===== src/shared/ecr_pkg.sv =====
`default_nettype none
package ecr_pkg;
    // Register indices (8-bit privileged register index)
    localparam logic [7:0] IDX_CYCLE_COUNTER = 8'hc0;
    localparam logic [7:0] IDX_CYCLE_COUNTER_CONTROL = 8'hc1;
    localparam logic [7:0] IDX_FAULT_ADDRESS = 8'hc2;
    localparam logic [7:0] IDX_FORMATTED_PTE_ADDRESS = 8'hc3;
    localparam logic [7:0] IDX_ADDRESS_CONTROL = 8'hc4;
    // Field positions
    localparam int CTL_ENABLE_BIT = 32;
    localparam int CTL_COUNT_HI = 31;
    localparam int CTL_COUNT_LO = 4;
    localparam int ACTL_ALT_FORMAT_BIT = 2;
    localparam int ACTL_WIDE_BIT = 1;
    localparam int ACTL_BIG_ENDIAN_BIT = 0;
    localparam int PTB_LO = 30;
    localparam int NARROW_SIGN_BIT = 42;
    localparam int WIDE_SIGN_BIT = 47;
    localparam int VPN_LO = 13;
    // Reset values
    localparam logic [63:0] COUNTER_RESET = 64'h0000_0000_0000_0000;
    localparam logic [63:0] ADDR_RESET = 64'h0000_0000_0000_0000;
    localparam logic [33:0] PTB_RESET = 34'h0_0000_0000;
    // Data-stream access sizes
    typedef enum logic [1:0] {
        ECR_SIZE_BYTE = 2'b00,
        ECR_SIZE_WORD = 2'b01,
        ECR_SIZE_LONG = 2'b10,
        ECR_SIZE_QUAD = 2'b11
    } ecr_size_t;
endpackage
`default_nettype wire


===== src/design/ecr_sign_check.sv =====
`default_nettype none
module ecr_sign_check
    import ecr_pkg::*;
(
    // Address and mode
    input wire logic [63:0] eff_addr,
    input wire logic wide_address_select,
    // Result
    output logic translation_violation
);
    logic narrow_bad;
    logic wide_bad;

    assign narrow_bad = eff_addr != {{21{eff_addr[NARROW_SIGN_BIT]}}, eff_addr[42:0]};
    assign wide_bad = eff_addr != {{16{eff_addr[WIDE_SIGN_BIT]}}, eff_addr[47:0]};
    assign translation_violation = wide_address_select ? wide_bad : narrow_bad;
endmodule // ecr_sign_check
`default_nettype wire


===== src/design/ecr_formatter.sv =====
`default_nettype none
module ecr_formatter
    import ecr_pkg::*;
(
    // Sources
    input wire logic [63:0] fault_address,
    input wire logic [33:0] page_table_base,
    input wire logic wide_address_select,
    input wire logic alt_format_select,
    // Result
    output logic [63:0] formatted
);
    always_comb
    begin
        // Narrow width: base in 63:33, VPN 42:13 in 32:3
        // Wide width: base in 63:43 sign-filled by VPN top, VPN 47:13 in 37:3
        // Alternate: 32-bit layout, base low bits 31:30, VPN 31:13 in 21:3
        if (alt_format_select)
        begin
            formatted = {{32{page_table_base[1]}}, page_table_base[1:0],
                8'h00, fault_address[31:VPN_LO], 3'b000};
        end
        else if (wide_address_select)
        begin
            formatted = {page_table_base[33:13], {5{fault_address[47]}},
                fault_address[47:VPN_LO], 3'b000};
        end
        else
        begin
            formatted = {page_table_base[33:3], fault_address[42:VPN_LO], 3'b000};
        end
    end
endmodule // ecr_formatter
`default_nettype wire


===== src/design/ecr_unit.sv =====
// Contract
// Counter enable set: lower 32-bit half advances every clock.
// Write to counter loads upper half only; lower half keeps counting.
// Counter read returns upper and lower halves as one 64-bit value.
// Control write sets counter enable from written bit 32.
// Control write loads count bits 31:4 and clears bits 3:0.
// Translation miss or fault captures the effective address.
// No capture when the faulting access is a page-entry load.
// Address control bit 1 picks 43 or 48 bit width; resets zero.
// Wide mode: violation when address is not sign extension of 47:0.
// Narrow mode: violation when address is not sign extension of 42:0.
// Big-endian bit 0 inverts the three-bit shift amount.
// Big-endian inverts physical low bits by access size.
// Address control bit 2 selects alternate 32-bit formatted layout.
// Formatted register built from fault address and base bits 63:30.
// Lower counter half wraps without carry into the upper half.
// Formatted address: base on top, page number below, bits 2:0 zero.
`default_nettype none
module ecr_unit
    import ecr_pkg::*;
(
    // Clock and reset
    input wire logic ref_clk,
    input wire logic resetn,
    // Privileged register moves
    input wire logic privileged_register_write,
    input wire logic privileged_register_read,
    input wire logic [7:0] reg_index,
    input wire logic [63:0] write_data,
    output logic [63:0] read_data,
    output logic read_valid,
    // Read cycle counter instruction
    output logic [63:0] cycle_counter_value,
    // Memory pipe events
    input wire logic data_translation_miss,
    input wire logic data_stream_fault,
    input wire logic page_entry_load_instr,
    input wire logic [63:0] eff_addr,
    output logic translation_violation,
    // Byte manipulation and data-stream lanes
    input wire logic [2:0] shift_amount,
    output logic [2:0] shift_amount_eff,
    input wire logic [2:0] phys_addr_low,
    input wire ecr_size_t access_size,
    output logic [2:0] phys_addr_low_eff
);
    logic [63:0] cycle_counter;
    logic [31:0] count_upper;
    logic [31:0] count_lower;
    logic counter_enable_bit;
    logic [63:0] fault_address;
    logic [33:0] page_table_base;
    logic alt_format_select;
    logic wide_address_select;
    logic big_endian;
    logic [63:0] formatted_pte_address;
    logic wr_cc;
    logic wr_ctl;
    logic wr_actl;
    logic capture;

    assign wr_cc = privileged_register_write && reg_index == IDX_CYCLE_COUNTER;
    assign wr_ctl = privileged_register_write && reg_index == IDX_CYCLE_COUNTER_CONTROL;
    assign wr_actl = privileged_register_write && reg_index == IDX_ADDRESS_CONTROL;
    assign capture = (data_translation_miss || data_stream_fault)
        && !page_entry_load_instr;

    // Halves kept in separate registers so each has a single writer
    assign cycle_counter = {count_upper, count_lower};

    // Upper half: storage only
    always_ff @(posedge ref_clk)
    begin
        if (!resetn)
            count_upper <= COUNTER_RESET[63:32];
        else if (wr_cc)
            count_upper <= write_data[63:32];
    end

    // Lower half: counting; a control write takes priority over the increment
    always_ff @(posedge ref_clk)
    begin
        if (!resetn)
            count_lower <= COUNTER_RESET[31:0];
        else if (wr_ctl)
            count_lower <= {write_data[CTL_COUNT_HI:CTL_COUNT_LO], 4'h0};
        else if (counter_enable_bit)
            count_lower <= count_lower + 32'h1;
    end

    chk_count_hold: assert property (@(posedge ref_clk) disable iff (!resetn)
        !counter_enable_bit && !wr_ctl |=> $stable(count_lower))
        else $error("lower counter moved while disabled");
    // Wrap must not ripple into the offset half
    chk_count_wrap: assert property (@(posedge ref_clk) disable iff (!resetn)
        counter_enable_bit && !wr_ctl && !wr_cc && count_lower == 32'hffff_ffff
            |=> count_lower == 32'h0 && $stable(count_upper))
        else $error("lower counter wrap wrong");

    always_ff @(posedge ref_clk)
    begin
        if (!resetn)
            counter_enable_bit <= 1'b0;
        else if (wr_ctl)
            counter_enable_bit <= write_data[CTL_ENABLE_BIT];
    end

    always_ff @(posedge ref_clk)
    begin
        if (!resetn)
            fault_address <= ADDR_RESET;
        else if (capture)
            fault_address <= eff_addr;
    end

    chk_stream_fault: assert property (@(posedge ref_clk) disable iff (!resetn)
        data_stream_fault && !page_entry_load_instr |=> fault_address == $past(eff_addr))
        else $error("fault address not captured on stream fault");
    chk_fault_idle: assert property (@(posedge ref_clk) disable iff (!resetn)
        !data_translation_miss && !data_stream_fault |=> $stable(fault_address))
        else $error("fault address changed without event");

    always_ff @(posedge ref_clk)
    begin
        if (!resetn)
        begin
            page_table_base <= PTB_RESET;
            alt_format_select <= 1'b0;
            wide_address_select <= 1'b0;
            big_endian <= 1'b0;
        end
        else if (wr_actl)
        begin
            page_table_base <= write_data[63:PTB_LO];
            alt_format_select <= write_data[ACTL_ALT_FORMAT_BIT];
            wide_address_select <= write_data[ACTL_WIDE_BIT];
            big_endian <= write_data[ACTL_BIG_ENDIAN_BIT];
        end
    end

    chk_ctl_fields: assert property (@(posedge ref_clk) disable iff (!resetn)
        wr_actl |=> page_table_base == $past(write_data[63:PTB_LO])
            && alt_format_select == $past(write_data[ACTL_ALT_FORMAT_BIT])
            && wide_address_select == $past(write_data[ACTL_WIDE_BIT])
            && big_endian == $past(write_data[ACTL_BIG_ENDIAN_BIT]))
        else $error("address control fields not taken");

    ecr_formatter u_formatter (
        .fault_address(fault_address),
        .page_table_base(page_table_base),
        .wide_address_select(wide_address_select),
        .alt_format_select(alt_format_select),
        .formatted(formatted_pte_address)
    );

    chk_format_base: assert property (@(posedge ref_clk) disable iff (!resetn)
        !alt_format_select && !wide_address_select |-> formatted_pte_address[63:33]
            == page_table_base[33:3] && formatted_pte_address[32:3] == fault_address[42:13])
        else $error("narrow formatted layout wrong");
    chk_format_wide: assert property (@(posedge ref_clk) disable iff (!resetn)
        wide_address_select && !alt_format_select |-> formatted_pte_address[63:43]
            == page_table_base[33:13] && formatted_pte_address[37:3] == fault_address[47:13])
        else $error("wide formatted layout wrong");
    chk_format_sign: assert property (@(posedge ref_clk) disable iff (!resetn)
        wide_address_select && !alt_format_select
            |-> formatted_pte_address[42:38] == {5{fault_address[47]}})
        else $error("wide formatted sign fill wrong");
    chk_format_alt: assert property (@(posedge ref_clk) disable iff (!resetn)
        alt_format_select |-> formatted_pte_address[31:30] == page_table_base[1:0]
            && formatted_pte_address[21:3] == fault_address[31:13])
        else $error("alternate formatted layout wrong");

    ecr_sign_check u_sign (
        .eff_addr(eff_addr),
        .wide_address_select(wide_address_select),
        .translation_violation(translation_violation)
    );

    // Corner patterns: top bits clear, with the wide sign bit 47 set, with any of bits 46:43 set, or with all of 63:42 clear
    chk_wide_detect: assert property (@(posedge ref_clk) disable iff (!resetn)
        wide_address_select && eff_addr[63:47] == 17'h0_0001 |-> translation_violation)
        else $error("wide violation missed");
    chk_narrow_ok: assert property (@(posedge ref_clk) disable iff (!resetn)
        !wide_address_select && eff_addr[63:42] == 22'h0 |-> !translation_violation)
        else $error("false narrow violation");
    chk_width_select: assert property (@(posedge ref_clk) disable iff (!resetn)
        eff_addr[63:47] == 17'h0 && eff_addr[46:43] != 4'h0
            |-> translation_violation == !wide_address_select)
        else $error("width select not applied to sign check");

    assign cycle_counter_value = cycle_counter;

    // Write-only registers read as zero
    always_ff @(posedge ref_clk)
    begin
        if (!resetn)
        begin
            read_data <= 64'h0;
            read_valid <= 1'b0;
        end
        else
        begin
            read_valid <= privileged_register_read;
            if (privileged_register_read)
            begin
                case (reg_index)
                    IDX_CYCLE_COUNTER: read_data <= cycle_counter;
                    IDX_FAULT_ADDRESS: read_data <= fault_address;
                    IDX_FORMATTED_PTE_ADDRESS: read_data <= formatted_pte_address;
                    default: read_data <= 64'h0;
                endcase
            end
        end
    end

    chk_read_pulse: assert property (@(posedge ref_clk) disable iff (!resetn)
        !privileged_register_read |=> !read_valid)
        else $error("read valid without request");
    chk_read_fault: assert property (@(posedge ref_clk) disable iff (!resetn)
        privileged_register_read && reg_index == IDX_FAULT_ADDRESS
            |=> read_valid && read_data == $past(fault_address))
        else $error("fault address read wrong");
    chk_read_format: assert property (@(posedge ref_clk) disable iff (!resetn)
        privileged_register_read && reg_index == IDX_FORMATTED_PTE_ADDRESS
            |=> read_data == $past(formatted_pte_address) && read_data[2:0] == 3'b000)
        else $error("formatted address read wrong");
    chk_read_wo: assert property (@(posedge ref_clk) disable iff (!resetn)
        privileged_register_read && (reg_index == IDX_CYCLE_COUNTER_CONTROL
            || reg_index == IDX_ADDRESS_CONTROL) |=> read_data == 64'h0)
        else $error("write-only register read not zero");

    assign shift_amount_eff = big_endian ? ~shift_amount : shift_amount;

    chk_shift_invert: assert property (@(posedge ref_clk) disable iff (!resetn)
        big_endian |-> (shift_amount_eff ^ shift_amount) == 3'b111)
        else $error("shift amount not inverted");
    chk_shift_pass: assert property (@(posedge ref_clk) disable iff (!resetn)
        !big_endian |-> shift_amount_eff == shift_amount)
        else $error("shift amount altered in little endian");

    always_comb
    begin
        phys_addr_low_eff = phys_addr_low;
        if (big_endian)
        begin
            case (access_size)
                ECR_SIZE_BYTE: phys_addr_low_eff = phys_addr_low ^ 3'b111;
                ECR_SIZE_WORD: phys_addr_low_eff = phys_addr_low ^ 3'b110;
                ECR_SIZE_LONG: phys_addr_low_eff = phys_addr_low ^ 3'b100;
                default: phys_addr_low_eff = phys_addr_low;
            endcase
        end
    end

    chk_endian_byte: assert property (@(posedge ref_clk) disable iff (!resetn)
        big_endian && access_size == ECR_SIZE_BYTE |-> phys_addr_low_eff == ~phys_addr_low)
        else $error("byte lane inversion wrong");
    chk_endian_word: assert property (@(posedge ref_clk) disable iff (!resetn)
        big_endian && access_size == ECR_SIZE_WORD
            |-> phys_addr_low_eff[2:1] == ~phys_addr_low[2:1] && phys_addr_low_eff[0] == phys_addr_low[0])
        else $error("word lane inversion wrong");
    // Quadword accesses and little-endian mode leave the lanes alone
    chk_plain_lanes: assert property (@(posedge ref_clk) disable iff (!resetn)
        !big_endian || access_size == ECR_SIZE_QUAD |-> phys_addr_low_eff == phys_addr_low)
        else $error("lanes altered without inversion");

    chk_count_advance: assert property (@(posedge ref_clk) disable iff (!resetn)
        counter_enable_bit && !wr_ctl |=> cycle_counter[31:0] == $past(cycle_counter[31:0]) + 32'h1)
        else $error("lower counter did not advance");
    chk_upper_load: assert property (@(posedge ref_clk) disable iff (!resetn)
        wr_cc && !wr_ctl && counter_enable_bit |=> cycle_counter[63:32] == $past(write_data[63:32])
            && cycle_counter[31:0] == $past(cycle_counter[31:0]) + 32'h1)
        else $error("upper load disturbed lower half");
    chk_ctl_load: assert property (@(posedge ref_clk) disable iff (!resetn)
        wr_ctl |=> cycle_counter[3:0] == 4'h0 && cycle_counter[31:4] == $past(write_data[31:4]))
        else $error("control write load wrong");
    chk_enable_set: assert property (@(posedge ref_clk) disable iff (!resetn)
        wr_ctl |=> counter_enable_bit == $past(write_data[CTL_ENABLE_BIT]))
        else $error("enable not taken");
    chk_no_carry: assert property (@(posedge ref_clk) disable iff (!resetn)
        !wr_cc |=> cycle_counter[63:32] == $past(cycle_counter[63:32]))
        else $error("upper half changed without write");
    chk_fault_hold: assert property (@(posedge ref_clk) disable iff (!resetn)
        page_entry_load_instr |=> $stable(fault_address))
        else $error("fault address changed on page entry load");
    chk_fault_take: assert property (@(posedge ref_clk) disable iff (!resetn)
        data_translation_miss && !page_entry_load_instr |=> fault_address == $past(eff_addr))
        else $error("fault address not captured");
    chk_read_counter: assert property (@(posedge ref_clk) disable iff (!resetn)
        privileged_register_read && reg_index == IDX_CYCLE_COUNTER
            |=> read_valid && read_data == $past(cycle_counter))
        else $error("counter read wrong");
    chk_wide_viol: assert property (@(posedge ref_clk) disable iff (!resetn)
        wide_address_select && eff_addr[63:47] == 17'h0 |-> !translation_violation)
        else $error("false wide violation");
    chk_narrow_viol: assert property (@(posedge ref_clk) disable iff (!resetn)
        !wide_address_select && eff_addr[47:43] == 5'h1 && eff_addr[63:48] == 16'h0
            |-> translation_violation)
        else $error("narrow violation missed");
    chk_endian_lane: assert property (@(posedge ref_clk) disable iff (!resetn)
        big_endian && access_size == ECR_SIZE_LONG |-> phys_addr_low_eff[1:0] == phys_addr_low[1:0]
            && phys_addr_low_eff[2] != phys_addr_low[2])
        else $error("longword lane inversion wrong");
endmodule // ecr_unit
`default_nettype wire


===== config.mk =====
export PLATFORM = sky130hd
export DESIGN_NAME = ecr_unit
export DESIGN_NICKNAME = d
export VERILOG_FILES = /design/src/shared/ecr_pkg.sv /design/src/design/ecr_sign_check.sv /design/src/design/ecr_formatter.sv /design/src/design/ecr_unit.sv
export SDC_FILE = /design/constraint.sdc
export NUM_CORES = 1
export LEC_CHECK = 0
export ABC_AREA = 1
export BUFFER_PORTS_ARGS = -buffer_cell sky130_fd_sc_hd__buf_2
export CORE_UTILIZATION = 48
export DETAILED_ROUTE_END_ITERATION = 8
export PLACE_DENSITY_LB_ADDON = 0.3
export SKIP_LAST_GASP = 1
export SLEW_MARGIN = 40
export SYNTH_ARGS = -nofsm -noshare
export SYNTH_HDL_FRONTEND = slang
export SYNTH_HIERARCHICAL = 1
export SYNTH_SLANG_ARGS = --single-unit

===== constraint.sdc =====
create_clock -name ref_clk -period 1.53 [get_ports ref_clk]
set_clock_uncertainty 0.15 [all_clocks]
set_input_delay 0 -clock ref_clk [delete_from_list [all_inputs] [get_ports ref_clk]]
set_output_delay 0 -clock ref_clk [all_outputs]
set_load 0.02 [all_outputs]

======== After elaboration in Yosys (flattened, before gate mapping) ========
Index checks and enable logic that the tools add are counted.
storage, ports and cells
  word-level logic and storage cells ...... 44
  register bits ........................... 231
  output and inout port bits .............. 136
cells by class
  multiplexer cells ....................... 9
  add/subtract/negate cells ............... 1
  equal/unequal tests ..................... 9
  reduce and logical (&&, ||, !) cells .... 9
  bitwise operators ....................... 5
operators with widths
  cell                   count
  $pmux 64 s3            1
  $mux 32                2
  $mux 64                1
  $mux 43                1
  $eq 8x8->1 const B     5
  $add 32x1->32 const B  1
  $ne 21x21->1           1
  $ne 16x16->1           1
  $pmux 3 s3             1
  $mux 3                 2
  $not 3->3              2
  $logic_and 1x1->1      4
  $eq 2x1->1 const B     1
  $eq 2x2->1 const B     1
  $logic_not 2->1        1
  $not 1->1              2
  $not 2->2              1
  $reduce_bool 2->1      1
  $reduce_or 2->1        1
  $logic_not 1->1        1
  $logic_or 1x1->1       1
  $mux 1                 1

======== Longest topological paths before layout ========
  depth after elaboration ................. 3
  gate-level depth with buffers ........... 11
  depth with buffers taken out ............ 10

======== By module ========
The synthesis kept the hierarchy.
modules (own cells, without submodules)
  module          times used  area an instance (um2)  cells each
  ecr_unit        1           10782.8                 1618
  ecr_formatter   1           680.7                   147
  ecr_sign_check  1           257.7                   61

======== Least setup slack after synthesis ========
Ideal clock, no wire load.
  path type ............................... register to register
  start ................................... reg count_lower[0]
  end ..................................... reg count_lower[30]
  library setup time ...................... 132 ps
  arrival ................................. 1551 ps
  slack ................................... -303 ps
  required time ........................... 1248 ps
  cell stages (with the launch flop) ...... 9
  path through ............................ dfxtp_1 > ha_1 > nand2_1 > nor2_1 > nand2_1 > nor2_1 > nand3_1 > nand3_1 > a21oi_1
between the ends
  longest elaborated chain between the ends .. 3
ends and longest elaborated chain
  what                    line            RTL
  start, declared         ecr_unit.sv:49  logic [31:0] count_lower;
  start signal, assigned  ecr_unit.sv:84  count_lower <= COUNTER_RESET[31:0];
  start signal, assigned  ecr_unit.sv:86  count_lower <= {write_data[CTL_COUNT_HI:CTL_COUNT_LO], 4'h0};
  start signal, assigned  ecr_unit.sv:88  count_lower <= count_lower + 32'h1;
  $add 32x1->32           ecr_unit.sv:88
  $mux 32                 ecr_unit.sv:87  else if (counter_enable_bit)
  $mux 32                 ecr_unit.sv:85  else if (wr_ctl)
No other way between the ends. The select of a mux whose other input is x is not followed.
A chain may end at the register's enable or synchronous reset.

======== Worst setup path after layout ========
  start ................................... in eff_addr[45]
  end ..................................... out translation_violation
between the ends
  longest elaborated chain between the ends .. 2
ends and longest elaborated chain
  what             line                  RTL
  start, declared  ecr_unit.sv:38        input wire logic [63:0] eff_addr,
  $ne 21x21->1     ecr_sign_check.sv:14  assign narrow_bad = eff_addr != {{21{eff_addr[NARROW_SIGN_BIT]}}, eff_addr[42:0]};
  $mux 1           ecr_sign_check.sv:16  assign translation_violation = wide_address_select ? wide_bad : narrow_bad;
  end, declared    ecr_unit.sv:39        output logic translation_violation,
No other way between the ends.

==> results.cfg <==
[cells_and_area]
number_of_standard_cells_in_the_final_layout_excluding_fillers = 2743
syn_to_final_growth_pct = 56.1
drive_above_1_share_pct = 24.1
mostFrequentLayoutCells = sky130_fd_sc_hd__nand2_1, sky130_fd_sc_hd__nand3_1, sky130_fd_sc_hd__nor2_1
finalNetCount = 2551
final_cell_area_um2 = 18300
layout.cells.most_common = sky130_fd_sc_hd__nand2_1

[placed_design]
port_buffers = 285
finalWeightedCongestion = 0.888
numPlacedInstances = 2405
dp_hpwl_mm = 27.8
area_of_placed_instances_um2 = 14000

[detailed_routing]
detail_route.drc_violations = 2
avgViaCountPerCell = 5.69
post_drt_wl_per_cell_um = 18.5
ant_nets = 0
dr.first_iter.drc_count = 1876
wl_mm = 50.7
routed-via-count = 15601
dr.pass1.iters = 9

[clock_tree]
tritoncts = done
cts.clk_slew.worst_paths_ns = 0.06
numClockSinks = 230
worst_skew_pair.late_latency_ns = 0.54
cts.path.max_buffers = 3
clock-root-buffer = sky130_fd_sc_hd__clkbuf_16
htreeDepth = 1
cts_buffers = 26

[timing]
setup-violations-final = 7
fin_crit_ns = 1.67
hold_viol_final = 1
rsz0062_at_grt = true
drv_slew = 0
worst_hold_slack_ns = -0.0172
tightestPinTransition_ns = 0.677
fin_ws_ns = -0.141
maxSlewHeadroom_pct = 54.7
timing.final.crit_share_pct = 109
fmax_mhz = 599

[floorplan]
placeableCoreArea_um2 = 23700
die-height_um = 158
die_width_um = 158
start_util_pct = 49.4
placementRows = 56
num_io_pins = 287
dieArea_um2 = 25000

[synthesis]
netlist_area_um2 = 11700
yosysWarnings = 6
post_synth_inst_count = 1822
post_synthesis_average_cell_area_um2 = 6.42

[global_routing]
gr-usage-all-layers_pct = 38.0
global_route_wire_length_before_repair_mm = 74.9
antenna_violations_before_repair = 4
grt_max_degree = 85
number_of_global_route_vias_before_repair = 14730
grt_overflow_total = 0

[critical_path]
worstSetupStartpointType = primary input
r2r_setup_slack_ns = -0.02
worstSetupPathType = primary input to primary output
worstPathMaxFanout = 3
timing.critical_path.to_type = primary output
r2r-start = count_lower[1]
crit_arrival_ns = 1.52
r2r_end = count_lower[6]
worst_path_required_time_ns = 1.38
reg2reg_depth = 8

[power_and_ir_drop]
p_sw_w = 0.00364
combinational_fraction_of_design_power_pct = 11.1
power_density_normalized_to_cell_area_nw_per_um2 = 802
p_seq_share_pct = 42.5
sw_frac_of_total_pct = 24.9
total_leakage_power_nw = 8.51
power.internal_w = 0.0110
clockPowerShare_pct = 46.3
power.ir.vdd_worst_uv = 1020

[run_status]
violations = DRC, hold timing, setup timing
run_status = finished, violations left

[min_path]
min_path_cells = 7
worstHoldPathType = primary input to register
timing.hold.worst.start = reg_index[5]
worst_hold_path.endpoint = count_upper[0]

[run]
drv_cap = 0
[power by group through the flow]
stage,sequential (W),clock [W],combinational (W)
after floorplan,0.00632,0,0.000538
after global placement,0.00635,0,0.000941
after detailed placement,0.00636,0,0.000951
after CTS,0.00622,0.00676,0.00147
after global routing,0.00623,0.00705,0.00172
final,0.00623,0.00678,0.00163
[flip-flops by register name (all words and copies together), names as in the netlist]
name	count
count_lower	32
big_endian	1
wide_address_select	1
read_data	64
fault_address	64
count_upper	32
read_valid	1
counter_enable_bit	1
page_table_base	33
alt_format_select	1
[per-stage QoR]
step	utilization [%]	setup slack (ns)	TNS, ns	power, W
after detailed placement	58.9	-0.125	-1.16	0.00731
after floorplan	-	0.0161	0	0.00686
after CTS	74.9	-0.0469	-0.144	0.0145
after global routing	77.0	-0.151	-1.14	0.0150
after global placement	58.9	-0.0268	-0.187	0.00730
final	77.1	-0.141	-0.285	0.0146
[worst max path at each step]
stage | from | endpoint | slack (ns) | cells after the start
3_5_place_dp | count_lower[0] | count_lower[30] | -0.13 | 9
5_1_grt | eff_addr[45] | translation_violation | -0.15 | 9
6_report | eff_addr[45] | translation_violation | -0.14 | 9
2_1_floorplan | count_lower[4] | count_lower[31] | 0.02 | 7
4_1_cts | count_lower[1] | count_lower[30] | -0.05 | 9
3_3_place_gp | count_lower[0] | count_lower[30] | -0.03 | 9
[per-layer routing]
| layer | vias up | global-route usage, % | share of wire (%) | routed length [µm] |
|---|---|---|---|---|
| met2 | 1157 | 64.7 | 47 | 23800 |
| met5 | - | 0 | 0 | 0 |
| met3 | 274 | 6.27 | 10 | 5310 |
| met1 | 7136 | 46.7 | 37 | 18900 |
| li1 | 7034 | - | - | - |
| met4 | 0 | 17.9 | 5.5 | 2800 |
[critical path, cell delays in order]
cell and delay, ns:
sky130_fd_sc_hd__dlygate4sd3_1 0.57, sky130_fd_sc_hd__buf_6 0.15, sky130_fd_sc_hd__nor2_1 0.10, sky130_fd_sc_hd__nand4_1 0.13, sky130_fd_sc_hd__nand2_1 0.11, sky130_fd_sc_hd__nand2_1 0.06, sky130_fd_sc_hd__nor2_1 0.13, sky130_fd_sc_hd__nor2_1 0.09
sky130_fd_sc_hd__buf_4 0.16
[layout make-up]
cell class,count,area [µm²]
clock buffers,33,738
flip-flops and latches,230,4670
diodes,5,12.5
clock inverters,15,186
well taps,319,399
fillers,1582,5430
multi-input cells,1357,6330
inverters,94,370
repair buffers,690,5540
[repair_timing]
item / CTS / global route
gates cloned: 0 / 3
setup buffers: 3 / 5
hold buffers: 274 / 2
endpoints found under the setup margin: 24 / 91
pin swaps: 13 / 40
gates resized for setup: 29 / 127
endpoints found under the hold margin: 226 / 12
Note: power is estimated with default switching activity, not from simulation.
